File: src/snsr_regs_pkg.sv
/*
 * Constants for the sensor register bank: addresses, command codes, reset
 * values and the burst sizes.
 * Assumes a 7-bit address space reached over a four-wire serial port.
 */
package snsr_regs_pkg;
    // -------------------------------------------------------------------
    // Register addresses
    // -------------------------------------------------------------------
    localparam logic [6:0] ADDR_POWER_UP_RESET   = 7'h3A;
    localparam logic [6:0] ADDR_SHUTDOWN_COMMAND = 7'h3B;
    localparam logic [6:0] ADDR_INVERSE_IDENTITY = 7'h3F;
    localparam logic [6:0] ADDR_AXIS_SNAP        = 7'h42;
    localparam logic [6:0] ADDR_MOTION_BURST     = 7'h50;
    localparam logic [6:0] ADDR_FIRMWARE_LOAD    = 7'h62;
    localparam logic [6:0] ADDR_PIXEL_BURST      = 7'h64;
    localparam logic [6:0] ADDR_SIZE_SELECT      = 7'h39;
    // -------------------------------------------------------------------
    // Commands, fields and reset values
    // -------------------------------------------------------------------
    localparam logic [7:0] RESET_COMMAND    = 8'h5A;
    localparam logic [7:0] SHUTDOWN_CODE    = 8'hB6;
    localparam logic [7:0] AXIS_SNAP_RESET  = 8'h06;
    localparam logic [7:0] SIZE_SEL_RESET   = 8'h00;
    localparam int         SNAP_EN_BIT      = 7;
    localparam int         SIZE_SEL_BIT     = 1;
    localparam logic [7:0] SNAP_TAN_NUM     = 8'h0B;
    localparam int         MOTION_BYTES     = 13;
    localparam int         PIXEL_COUNT      = 900;
    localparam int         ADDR_BIT_WRITE   = 7;
endpackage

File: src/snsr_regs.sv
/*
 * Register bank of the motion sensor behind its four-wire serial port:
 * reset and shutdown commands, inverse identity, axis snapping, motion
 * burst, firmware load burst and pixel burst.
 * Assumes SPI mode 3 framing from the host; all port pins are async and
 * are synchronised to core_clk; the serial clock is much slower than core_clk.
 */
`timescale 1ns/1ps
// Function
// Writing 0x5A to the power-up reset register resets every setting to its default.
// The host issues the reset command after shutdown and after frame capture.
// Writing 0xB6 to the shutdown register enters shutdown, left only by the reset command.
// Address 0x3F reads the bitwise inverse of the part identity.
// Bit 7 of the snapping register enables axis snapping, the other bits are reserved.
// With snapping on, motion within 5 degrees of an axis is reported on that axis.
// The snapping register is read/write and holds 0x06 after reset.
// Reading the motion burst register streams the thirteen motion values in order.
// Any write to the motion burst register discards the held motion burst data.
// The firmware load register accepts a continuous stream of firmware bytes; the code drops bytes that arrive while its 16-byte buffer is full.
// Each pixel burst read returns the next pixel and advances, 900 per frame.
// The power-up reset register sits at 0x3A and is write-only.
// The host sets the firmware size bit before streaming firmware.
// Every access is a four-wire serial transaction framed by active-low chip select.
module snsr_regs
    import snsr_regs_pkg::*;
#(
    parameter logic [7:0] PART_IDENTITY = 8'h5C // Arbitrary value
) (
    input  wire logic        core_clk,
    input  wire logic        rst_n,
    input  wire logic        ncs,
    input  wire logic        sclk,
    input  wire logic        mosi,
    output logic             miso,
    output logic             miso_oe,
    input  wire logic signed [15:0] raw_dx,
    input  wire logic signed [15:0] raw_dy,
    input  wire logic [7:0]  motion_status,
    input  wire logic [7:0]  surface_quality,
    input  wire logic [7:0]  pixel_sum,
    input  wire logic [7:0]  max_pixel,
    input  wire logic [7:0]  min_pixel,
    input  wire logic [15:0] shutter,
    input  wire logic [15:0] frame_period,
    input  wire logic        motion_latch,
    input  wire logic [7:0]  pixel_data,
    output logic [9:0]       pixel_index,
    output logic [7:0]       fw_data,
    output logic             fw_valid,
    input  wire logic        fw_ready,
    output logic             firmware_size_select,
    output logic             snap_enable,
    output logic             shutdown,
    output logic             chip_reset,
    output logic signed [15:0] snapped_dx,
    output logic signed [15:0] snapped_dy
);
    // -------------------------------------------------------------------
    // Pin synchronisers and edge detection
    // -------------------------------------------------------------------
    logic [1:0] ncs_s;
    logic [1:0] sclk_s;
    logic [1:0] mosi_s;
    logic       sclk_d;
    logic       ncs_d;
    logic       sclk_rise;
    logic       sclk_fall;
    logic       frame_start;

    always_ff @(posedge core_clk)
    begin
        if (!rst_n)
        begin
            ncs_s  <= 2'h3;
            sclk_s <= 2'h3;
            mosi_s <= 2'h0;
            sclk_d <= 1'b1;
            ncs_d  <= 1'b1;
        end
        else
        begin
            ncs_s  <= {ncs_s[0], ncs};
            sclk_s <= {sclk_s[0], sclk};
            mosi_s <= {mosi_s[0], mosi};
            sclk_d <= sclk_s[1];
            ncs_d  <= ncs_s[1];
        end
    end

    assign sclk_rise   = !ncs_s[1] && sclk_s[1] && !sclk_d;
    assign sclk_fall   = !ncs_s[1] && !sclk_s[1] && sclk_d;
    assign frame_start = !ncs_s[1] && ncs_d;

    // -------------------------------------------------------------------
    // Serial engine
    // -------------------------------------------------------------------
    logic [7:0] shift_in;
    logic [7:0] shift_out;
    logic [2:0] bit_cnt;
    logic       have_addr;
    logic       is_write;
    logic [6:0] addr;
    logic [7:0] snap_reg;
    logic [7:0] size_reg;
    logic [3:0] mb_idx;
    logic       mb_valid;
    logic [9:0] pix_ptr;
    logic       shut;
    logic [7:0] next_shift_in;
    logic [7:0] next_shift_out;
    logic [2:0] next_bit_cnt;
    logic       next_have_addr;
    logic       next_is_write;
    logic [6:0] next_addr;
    logic [7:0] next_snap_reg;
    logic [7:0] next_size_reg;
    logic [3:0] next_mb_idx;
    logic       next_mb_valid;
    logic [9:0] next_pix_ptr;
    logic       next_shut;
    logic       next_chip_reset;
    logic [7:0] byte_in;
    logic       byte_done;
    logic [7:0] mb_byte;
    logic [7:0] rd_byte;
    logic       fifo_in_valid;
    logic       fifo_in_ready;

    assign byte_in   = {shift_in[6:0], mosi_s[1]};
    assign byte_done = sclk_rise && bit_cnt == 3'h7;

    // Motion burst byte order
    always_comb
    begin
        case (mb_idx)
            4'h0:    mb_byte = motion_status;
            4'h1:    mb_byte = snapped_dx[7:0];
            4'h2:    mb_byte = snapped_dx[15:8];
            4'h3:    mb_byte = snapped_dy[7:0];
            4'h4:    mb_byte = snapped_dy[15:8];
            4'h5:    mb_byte = surface_quality;
            4'h6:    mb_byte = pixel_sum;
            4'h7:    mb_byte = max_pixel;
            4'h8:    mb_byte = min_pixel;
            4'h9:    mb_byte = shutter[15:8];
            4'hA:    mb_byte = shutter[7:0];
            4'hB:    mb_byte = frame_period[15:8];
            4'hC:    mb_byte = frame_period[7:0];
            default: mb_byte = 8'h00;
        endcase
    end

    // Read data for the byte that follows an address
    always_comb
    begin
        case (byte_in[6:0])
            ADDR_INVERSE_IDENTITY: rd_byte = ~PART_IDENTITY;
            ADDR_AXIS_SNAP:        rd_byte = snap_reg;
            ADDR_SIZE_SELECT:      rd_byte = size_reg;
            ADDR_MOTION_BURST:     rd_byte = mb_valid ? motion_status : 8'h00;
            ADDR_PIXEL_BURST:      rd_byte = pixel_data;
            default:               rd_byte = 8'h00;
        endcase
    end

    assign fifo_in_valid = byte_done && have_addr && is_write && addr == ADDR_FIRMWARE_LOAD;

    always_comb
    begin
        next_shift_in   = shift_in;
        next_shift_out  = shift_out;
        next_bit_cnt    = bit_cnt;
        next_have_addr  = have_addr;
        next_is_write   = is_write;
        next_addr       = addr;
        next_snap_reg   = snap_reg;
        next_size_reg   = size_reg;
        next_mb_idx     = mb_idx;
        next_mb_valid   = mb_valid;
        next_pix_ptr    = pix_ptr;
        next_shut       = shut;
        next_chip_reset = 1'b0;
        if (frame_start)
        begin
            next_bit_cnt   = 3'h0;
            next_have_addr = 1'b0;
            next_mb_idx    = 4'h0;
            next_shift_out = 8'h00;
        end
        // First fall of a byte presents the freshly loaded MSB, later falls shift
        else if (sclk_fall && bit_cnt != 3'h0)
        begin
            next_shift_out = {shift_out[6:0], 1'b0};
        end
        else if (sclk_rise)
        begin
            next_shift_in = byte_in;
            next_bit_cnt  = bit_cnt + 3'h1;
            if (byte_done && !have_addr)
            begin
                next_have_addr = 1'b1;
                next_is_write  = byte_in[ADDR_BIT_WRITE];
                next_addr      = byte_in[6:0];
                if (!byte_in[ADDR_BIT_WRITE])
                begin
                    next_shift_out = rd_byte;
                    if (byte_in[6:0] == ADDR_MOTION_BURST)
                        next_mb_idx = 4'h1;
                    if (byte_in[6:0] == ADDR_PIXEL_BURST)
                        next_pix_ptr = (pix_ptr == 10'(PIXEL_COUNT - 1)) ? 10'h000 : pix_ptr + 10'h001;
                end
            end
            else if (byte_done && is_write && addr != ADDR_FIRMWARE_LOAD)
            begin
                next_have_addr = 1'b0;
                case (addr)
                    ADDR_POWER_UP_RESET:
                        if (byte_in == RESET_COMMAND)
                        begin
                            next_chip_reset = 1'b1;
                            next_snap_reg   = AXIS_SNAP_RESET;
                            next_size_reg   = SIZE_SEL_RESET;
                            next_mb_valid   = 1'b0;
                            next_pix_ptr    = 10'h000;
                            next_shut       = 1'b0;
                        end
                    ADDR_SHUTDOWN_COMMAND:
                        if (byte_in == SHUTDOWN_CODE)
                            next_shut = 1'b1;
                    ADDR_AXIS_SNAP:
                        next_snap_reg = byte_in;
                    ADDR_SIZE_SELECT:
                        next_size_reg = byte_in;
                    ADDR_MOTION_BURST:
                        next_mb_valid = 1'b0;
                    default:
                        next_have_addr = 1'b0;
                endcase
            end
            else if (byte_done && !is_write && addr == ADDR_MOTION_BURST)
            begin
                next_shift_out = (mb_valid && mb_idx < 4'(MOTION_BYTES)) ? mb_byte : 8'h00;
                next_mb_idx    = mb_idx + 4'h1;
            end
            else if (byte_done && !is_write && addr == ADDR_PIXEL_BURST)
            begin
                next_shift_out = pixel_data;
                next_pix_ptr   = (pix_ptr == 10'(PIXEL_COUNT - 1)) ? 10'h000 : pix_ptr + 10'h001;
            end
        end
        // A new capture outranks a clear in the same cycle
        if (motion_latch)
        begin
            next_mb_valid = 1'b1;
        end
    end

    always_ff @(posedge core_clk)
    begin
        if (!rst_n)
        begin
            shift_in   <= 8'h00;
            shift_out  <= 8'h00;
            bit_cnt    <= 3'h0;
            have_addr  <= 1'b0;
            is_write   <= 1'b0;
            addr       <= 7'h00;
            snap_reg   <= AXIS_SNAP_RESET;
            size_reg   <= SIZE_SEL_RESET;
            mb_idx     <= 4'h0;
            mb_valid   <= 1'b0;
            pix_ptr    <= 10'h000;
            shut       <= 1'b0;
            chip_reset <= 1'b0;
        end
        else
        begin
            shift_in   <= next_shift_in;
            shift_out  <= next_shift_out;
            bit_cnt    <= next_bit_cnt;
            have_addr  <= next_have_addr;
            is_write   <= next_is_write;
            addr       <= next_addr;
            snap_reg   <= next_snap_reg;
            size_reg   <= next_size_reg;
            mb_idx     <= next_mb_idx;
            mb_valid   <= next_mb_valid;
            pix_ptr    <= next_pix_ptr;
            shut       <= next_shut;
            chip_reset <= next_chip_reset;
        end
    end

    assign miso                 = shift_out[7];
    assign miso_oe              = !ncs_s[1];
    assign pixel_index          = pix_ptr;
    assign snap_enable          = snap_reg[SNAP_EN_BIT];
    assign firmware_size_select = size_reg[SIZE_SEL_BIT];
    assign shutdown             = shut;

    // -------------------------------------------------------------------
    // Firmware byte buffer
    // -------------------------------------------------------------------
    snsr_fifo #(
        .WIDTH (8),
        .DEPTH (16)
    ) u_fw_fifo (
        .core_clk  (core_clk),
        .rst_n     (rst_n),
        .in_data   (byte_in),
        .in_valid  (fifo_in_valid),
        .in_ready  (fifo_in_ready),
        .out_data  (fw_data),
        .out_valid (fw_valid),
        .out_ready (fw_ready)
    );

    // -------------------------------------------------------------------
    // Axis snapping: tan(5 deg) ~ 11/128
    // -------------------------------------------------------------------
    logic [15:0] abs_x;
    logic [15:0] abs_y;
    logic [23:0] x_scaled;
    logic [23:0] y_scaled;

    always_comb
    begin
        abs_x      = raw_dx[15] ? 16'(-raw_dx) : raw_dx;
        abs_y      = raw_dy[15] ? 16'(-raw_dy) : raw_dy;
        x_scaled   = 24'(abs_x) * 24'(SNAP_TAN_NUM);
        y_scaled   = 24'(abs_y) * 24'(SNAP_TAN_NUM);
        snapped_dx = raw_dx;
        snapped_dy = raw_dy;
        if (snap_enable && {abs_y, 7'h00} <= 23'(x_scaled))
            snapped_dy = 16'h0000;
        else if (snap_enable && {abs_x, 7'h00} <= 23'(y_scaled))
            snapped_dx = 16'h0000;
    end

    // -------------------------------------------------------------------
    // Checks
    // -------------------------------------------------------------------
    snap_reset_a: assert property (@(posedge core_clk) $rose(rst_n) |-> snap_reg == AXIS_SNAP_RESET)
        else $error("snap register not at reset value");
    reset_cmd_a: assert property (@(posedge core_clk) disable iff (!rst_n)
        chip_reset |-> snap_reg == AXIS_SNAP_RESET && !shut && pix_ptr == 10'h000)
        else $error("reset command left state behind");
    shut_hold_a: assert property (@(posedge core_clk) disable iff (!rst_n)
        shut && !next_chip_reset |=> shut)
        else $error("shutdown left without reset");
    snap_en_a: assert property (@(posedge core_clk) disable iff (!rst_n)
        byte_done && have_addr && is_write && addr == ADDR_AXIS_SNAP |=> snap_enable == $past(byte_in[SNAP_EN_BIT]))
        else $error("snap enable mismatch");
    snap_axis_a: assert property (@(posedge core_clk) disable iff (!rst_n)
        !snap_enable |-> snapped_dx == raw_dx && snapped_dy == raw_dy)
        else $error("snapping while disabled");
    burst_clear_a: assert property (@(posedge core_clk) disable iff (!rst_n)
        byte_done && have_addr && is_write && addr == ADDR_MOTION_BURST && !motion_latch |=> !mb_valid)
        else $error("motion burst not cleared");
    pixel_wrap_a: assert property (@(posedge core_clk) disable iff (!rst_n)
        pix_ptr < 10'(PIXEL_COUNT))
        else $error("pixel pointer out of range");
    fw_push_a: assert property (@(posedge core_clk) disable iff (!rst_n)
        fifo_in_valid && fifo_in_ready |=> fw_valid)
        else $error("firmware byte lost");
    miso_idle_a: assert property (@(posedge core_clk) disable iff (!rst_n)
        ncs_s[1] |-> !miso_oe)
        else $error("miso driven while deselected");
endmodule

File: src/snsr_fifo.sv
/*
 * Small first-in first-out buffer with valid/ready on both sides.
 * Assumes a single clock; depth is a power of two.
 */
`timescale 1ns/1ps
module snsr_fifo #(
    parameter int WIDTH = 8,
    parameter int DEPTH = 16
) (
    input  wire logic             core_clk,
    input  wire logic             rst_n,
    input  wire logic [WIDTH-1:0] in_data,
    input  wire logic             in_valid,
    output logic                  in_ready,
    output logic      [WIDTH-1:0] out_data,
    output logic                  out_valid,
    input  wire logic             out_ready
);
    localparam int AW = $clog2(DEPTH);
    logic [WIDTH-1:0] mem [DEPTH];
    logic [AW:0]      wr_ptr;
    logic [AW:0]      rd_ptr;
    logic [AW:0]      next_wr_ptr;
    logic [AW:0]      next_rd_ptr;
    logic             push;
    logic             pop;

    assign in_ready  = (wr_ptr - rd_ptr) != (AW+1)'(DEPTH);
    assign out_valid = wr_ptr != rd_ptr;
    assign out_data  = mem[rd_ptr[AW-1:0]];
    assign push      = in_valid && in_ready;
    assign pop       = out_valid && out_ready;

    always_comb
    begin
        next_wr_ptr = push ? wr_ptr + 1'b1 : wr_ptr;
        next_rd_ptr = pop ? rd_ptr + 1'b1 : rd_ptr;
    end

    always_ff @(posedge core_clk)
    begin
        if (!rst_n)
        begin
            wr_ptr <= '0;
            rd_ptr <= '0;
        end
        else
        begin
            wr_ptr <= next_wr_ptr;
            rd_ptr <= next_rd_ptr;
        end
        if (push)
            mem[wr_ptr[AW-1:0]] <= in_data;
    end
endmodule

File: config.mk
export PLATFORM = sky130hd
export DESIGN_NAME = snsr_regs
export DESIGN_NICKNAME = d
export VERILOG_FILES = /design/src/snsr_regs_pkg.sv /design/src/snsr_regs.sv /design/src/snsr_fifo.sv
export SDC_FILE = /design/constraint.sdc
export NUM_CORES = 1
export LEC_CHECK = 0
export BUFFER_PORTS_ARGS = -buffer_cell sky130_fd_sc_hd__buf_2
export CAP_MARGIN = 20
export CORE_AREA = 2 2 134 202
export DETAILED_ROUTE_END_ITERATION = 6
export DIE_AREA = 0 0 136 204
export PLACE_DENSITY = 0.75
export SLEW_MARGIN = 15
export SYNTH_ARGS = -nofsm -noshare
export SYNTH_HDL_FRONTEND = slang
export SYNTH_SLANG_ARGS = --single-unit
File: constraint.sdc
create_clock -name core_clk -period 10.2 [get_ports core_clk]
set_input_delay 1.02 -clock core_clk [delete_from_list [all_inputs] [get_ports core_clk]]
set_output_delay 1.02 -clock core_clk [all_outputs]
set_load 0.05 [all_outputs]
==> flow_summary_export.csv <==
group,metric,value,unit
logic_synthesis,synth_edf_count,128,
timing,rsz0062_at_grt,"false",
global_route,antenna_found_initial,0,
setup_path,path_max_fanout,14,
worst_hold_path,hp-class,"flop to flop",
logic_synthesis,ys_top_cells_by_area,"edfxtp_1 (27%), dfxtp_1 (12%), ha_1 (10%)",
cts,cts_sinks,210,
routing,finalWirelength,37.7,mm
floorplan,die_h,204,um
cells_and_area,syn2layout_area_growth,13.1,%
power_and_ir_drop,clockPowerShare,0.289,
global_route,grt_pass1_vias,11342,
logic_synthesis,syn_avg_cell_area,10.3,um2
logic_synthesis,synth_cell_types,76,
setup_path,crit_path_end_kind,"output port",
logic_synthesis,synthArstFlopShare,0,
logic_synthesis,yosys_warnings,0,
place,dpl.hpwl,28.7,mm
power_and_ir_drop,power_leakage,6.37,nW
timing,final.setup.tns,0,ps
cts,postCtsHoldBufs,0,
logic_synthesis,yosysSeqAreaShare,0.388,
timing,max_freq,108,MHz
routing,antenna_left,0,
floorplan,io_pins,176,
cells_and_area,finalNetCount,1787,
routing,initialDrtViolationCount,772,
timing,tightest_slew,1070,ps
floorplan,num_rows,73,
cells_and_area,layout-drive-gt1-share,0.184,
routing,via_count,11380,
cts,numCtsBuffers,19,
logic_synthesis,synthSimpleGateAreaFrac,0.154,
cells_and_area,layout_common_cells,"buf_2 (176), edfxtp_1 (128), ha_1 (116)",
power_and_ir_drop,combPwrFrac,0.368,
timing,finalMaxSlewViolations,0,
logic_synthesis,synth-compound-area-share,0.153,
timing,relSlewSlack,0.288,
logic_synthesis,yosys.area.top_type,"edfxtp_1",
outcome,status,"finished, final reports clean",
logic_synthesis,synth_mux_area_frac,0.0756,
setup_path,cp.required,9180,ps
floorplan,coreArea,26100,um2
power_and_ir_drop,p_switching,0.000862,W
floorplan,die_w,136,um
logic_synthesis,synth_fa_ha_area_frac,0.139,
timing,setup-violations-final,0,
cells_and_area,layout_commonest_cell,"buf_2",
global_route,met3_usage,0.0273,
logic_synthesis,synth_xor_area_frac,0.0465,
global_route,global_route.usage.met2,0.506,
global_route,grtUsageTotal,0.273,
cts,clk_latency,500,ps
routing,wl_per_cell,20.1,um
cells_and_area,n_antenna_cell,0,
global_route,grt_overflow,0,
cts,root_buffer,"clkbuf_16",
job,max_cap_violations,0,
timing,clock_skew,34.1,ps
cts,postCtsSetupBuffers,0,
cells_and_area,largest_register_ffs,128,
routing,vias_per_cell,6.06,
logic_synthesis,yosysTopAreaCellShare,0.272,
timing,period_share,0.904,
logic_synthesis,synth-seq-cells,210,
logic_synthesis,synth_flop_cell,"edfxtp_1",
place,io_buffer_count,175,
floorplan,initial_utilization,0.541,
cts,htreeDepth,1,
logic_synthesis,syn_area,14100,um2
global_route,grt_max_degree,57,
setup_path,arrival,8210,ps
cts,cts_tree,"yes",
routing,drc,0,
power_and_ir_drop,p_seq_frac,0.343,
setup_path,crit_type,"input pin to output port",
cells_and_area,multi_input_area,8020,um2
timing,fin_crit,9230,ps
power_and_ir_drop,ir_drop,0.130,mV
setup_path,start_kind,"input pin",
timing,hold_viol_final,0,
global_route,met1_usage,0.304,
power_and_ir_drop,power_density,163,nW/um2
routing,drt_first_pass_iters,5,
place,gp_congestion,0.948,
logic_synthesis,syn_nets,1634,
cells_and_area,seqCellArea,5490,um2
global_route,top_usage_layer,"met2",
cts,cts_resized,0,
power_and_ir_drop,internal_power,0.00174,W
cts,clkTransAtPathRegs,70,ps
logic_synthesis,syn_inst,1374,
floorplan,die-area,27700,um2
logic_synthesis,synth_top_family_by_area,"simple AND/OR/NAND/NOR gates",
global_route,grt_pass1_wl,59.7,mm
cts,cts_buffer_depth,3,
power_and_ir_drop,netSwitchingFraction,0.331,
cells_and_area,post-route-util,0.611,
cells_and_area,fill_cells,2172,
## metrics by stage
step	hold slack [ps]	std cells	cell area, um2	total power, W	worst slack [ps]
floorplan	386	1374	14100	0.00162	1810
global placement	393	1840	15300	0.00184	1050
detailed placement	402	1843	15300	0.00186	1010
CTS	414	1877	16000	0.00261	994
global route	420	1877	16000	0.00276	440
finish	411	1877	16000	0.00260	974
## worst max-delay path: stages
cell and delay, ps:
buf_2 140, or3_1 410, o31ai_1 250, xor2_1 420
inv_1 200, xnor2_1 190, fa_1 560, inv_1 50
ha_1 330, a2111oi_0 460, o21ai_0 190, a21o_1 260
a221o_1 310, a21o_1 220, a21o_1 190, a21oi_1 260
o21ai_0 170, xnor2_1 150, ha_1 300, nand3_1 70
nor2_1 130, and2_1 240, nand4_1 190, a2111oi_4 530
a21o_1 260, nand2_1 240, and2_1 270, buf_2 210
## per-layer routing
layer  vias to the layer above  share of wire
li1                       5366              -
met3                       109          0.047
met5                         -              0
met2                       426           0.54
met1                      5479           0.36
met4                         0          0.054
## layout make-up
type,instances,share of cell area
Clock buffer,26,0.0335
Sequential cell,210,0.344
Timing Repair Buffer,191,0.0622
Inverter,105,0.0247
Clock inverter,8,0.00768
Tap cell,337,0.0264
Multi-Input combinational cell,1000,0.502
## path summary, 6_finish.rpt
check	startpoint	end	slack, ps	cells after the start
hold / removal	ncs_s[0]$_SDFF_PN1_	ncs_s[1]$_SDFF_PN1_	410	1
setup / recovery	raw_dx[4]	snapped_dy[4]	970	28
hold reg to reg	ncs_s[0]$_SDFF_PN1_	ncs_s[1]$_SDFF_PN1_	410	1
setup reg to reg	ncs_s[1]$_SDFF_PN1_	pixel_index[7]$_SDFFE_PN0P_	6400	8
## synth_stat cells (8+ instances only)
cell type and count:
xor2_1 26, fa_1 25, nor2_1 84, a222oi_1 8
inv_1 105, or3_1 8, mux2i_1 14, o31ai_1 9
o211ai_1 10, mux4_2 40, ha_1 116, nand2b_1 25
buf_1 10, clkbuf_1 45, edfxtp_1 128, nor4_1 10
o21ai_0 60, nand3_1 22, nor2b_1 44, a22oi_1 31
and2_1 33, a21boi_0 16, a21oi_1 61, a221oi_1 15
a211oi_1 13, a22o_1 10, and3_1 11, nor3_1 20
dfxtp_1 82, nand2_1 110, a21o_1 17, a31oi_1 16
xnor2_1 49, nand4_1 13
## cell families after synthesis
| family | Yosys count |
|---|---|
| and+or+nand+nor | 419 |
| AOI/OAI and AO/OA | 308 |
| DFF | 210 |
| buffers and inverters | 164 |
| adders and majority gates | 142 |
| xor gates and xnor gates | 75 |
| muxes | 56 |
## power by group through the flow
stage               sequential [W]  clock [W]  combinational (W)
floorplan                 0.000911          0           0.000713
global placement          0.000911          0           0.000928
detailed placement        0.000911          0           0.000946
CTS                       0.000892   0.000761           0.000954
global route              0.000892   0.000794            0.00108
finish                    0.000893   0.000753           0.000958
Note: power is estimated with default switching activity, not from simulation.
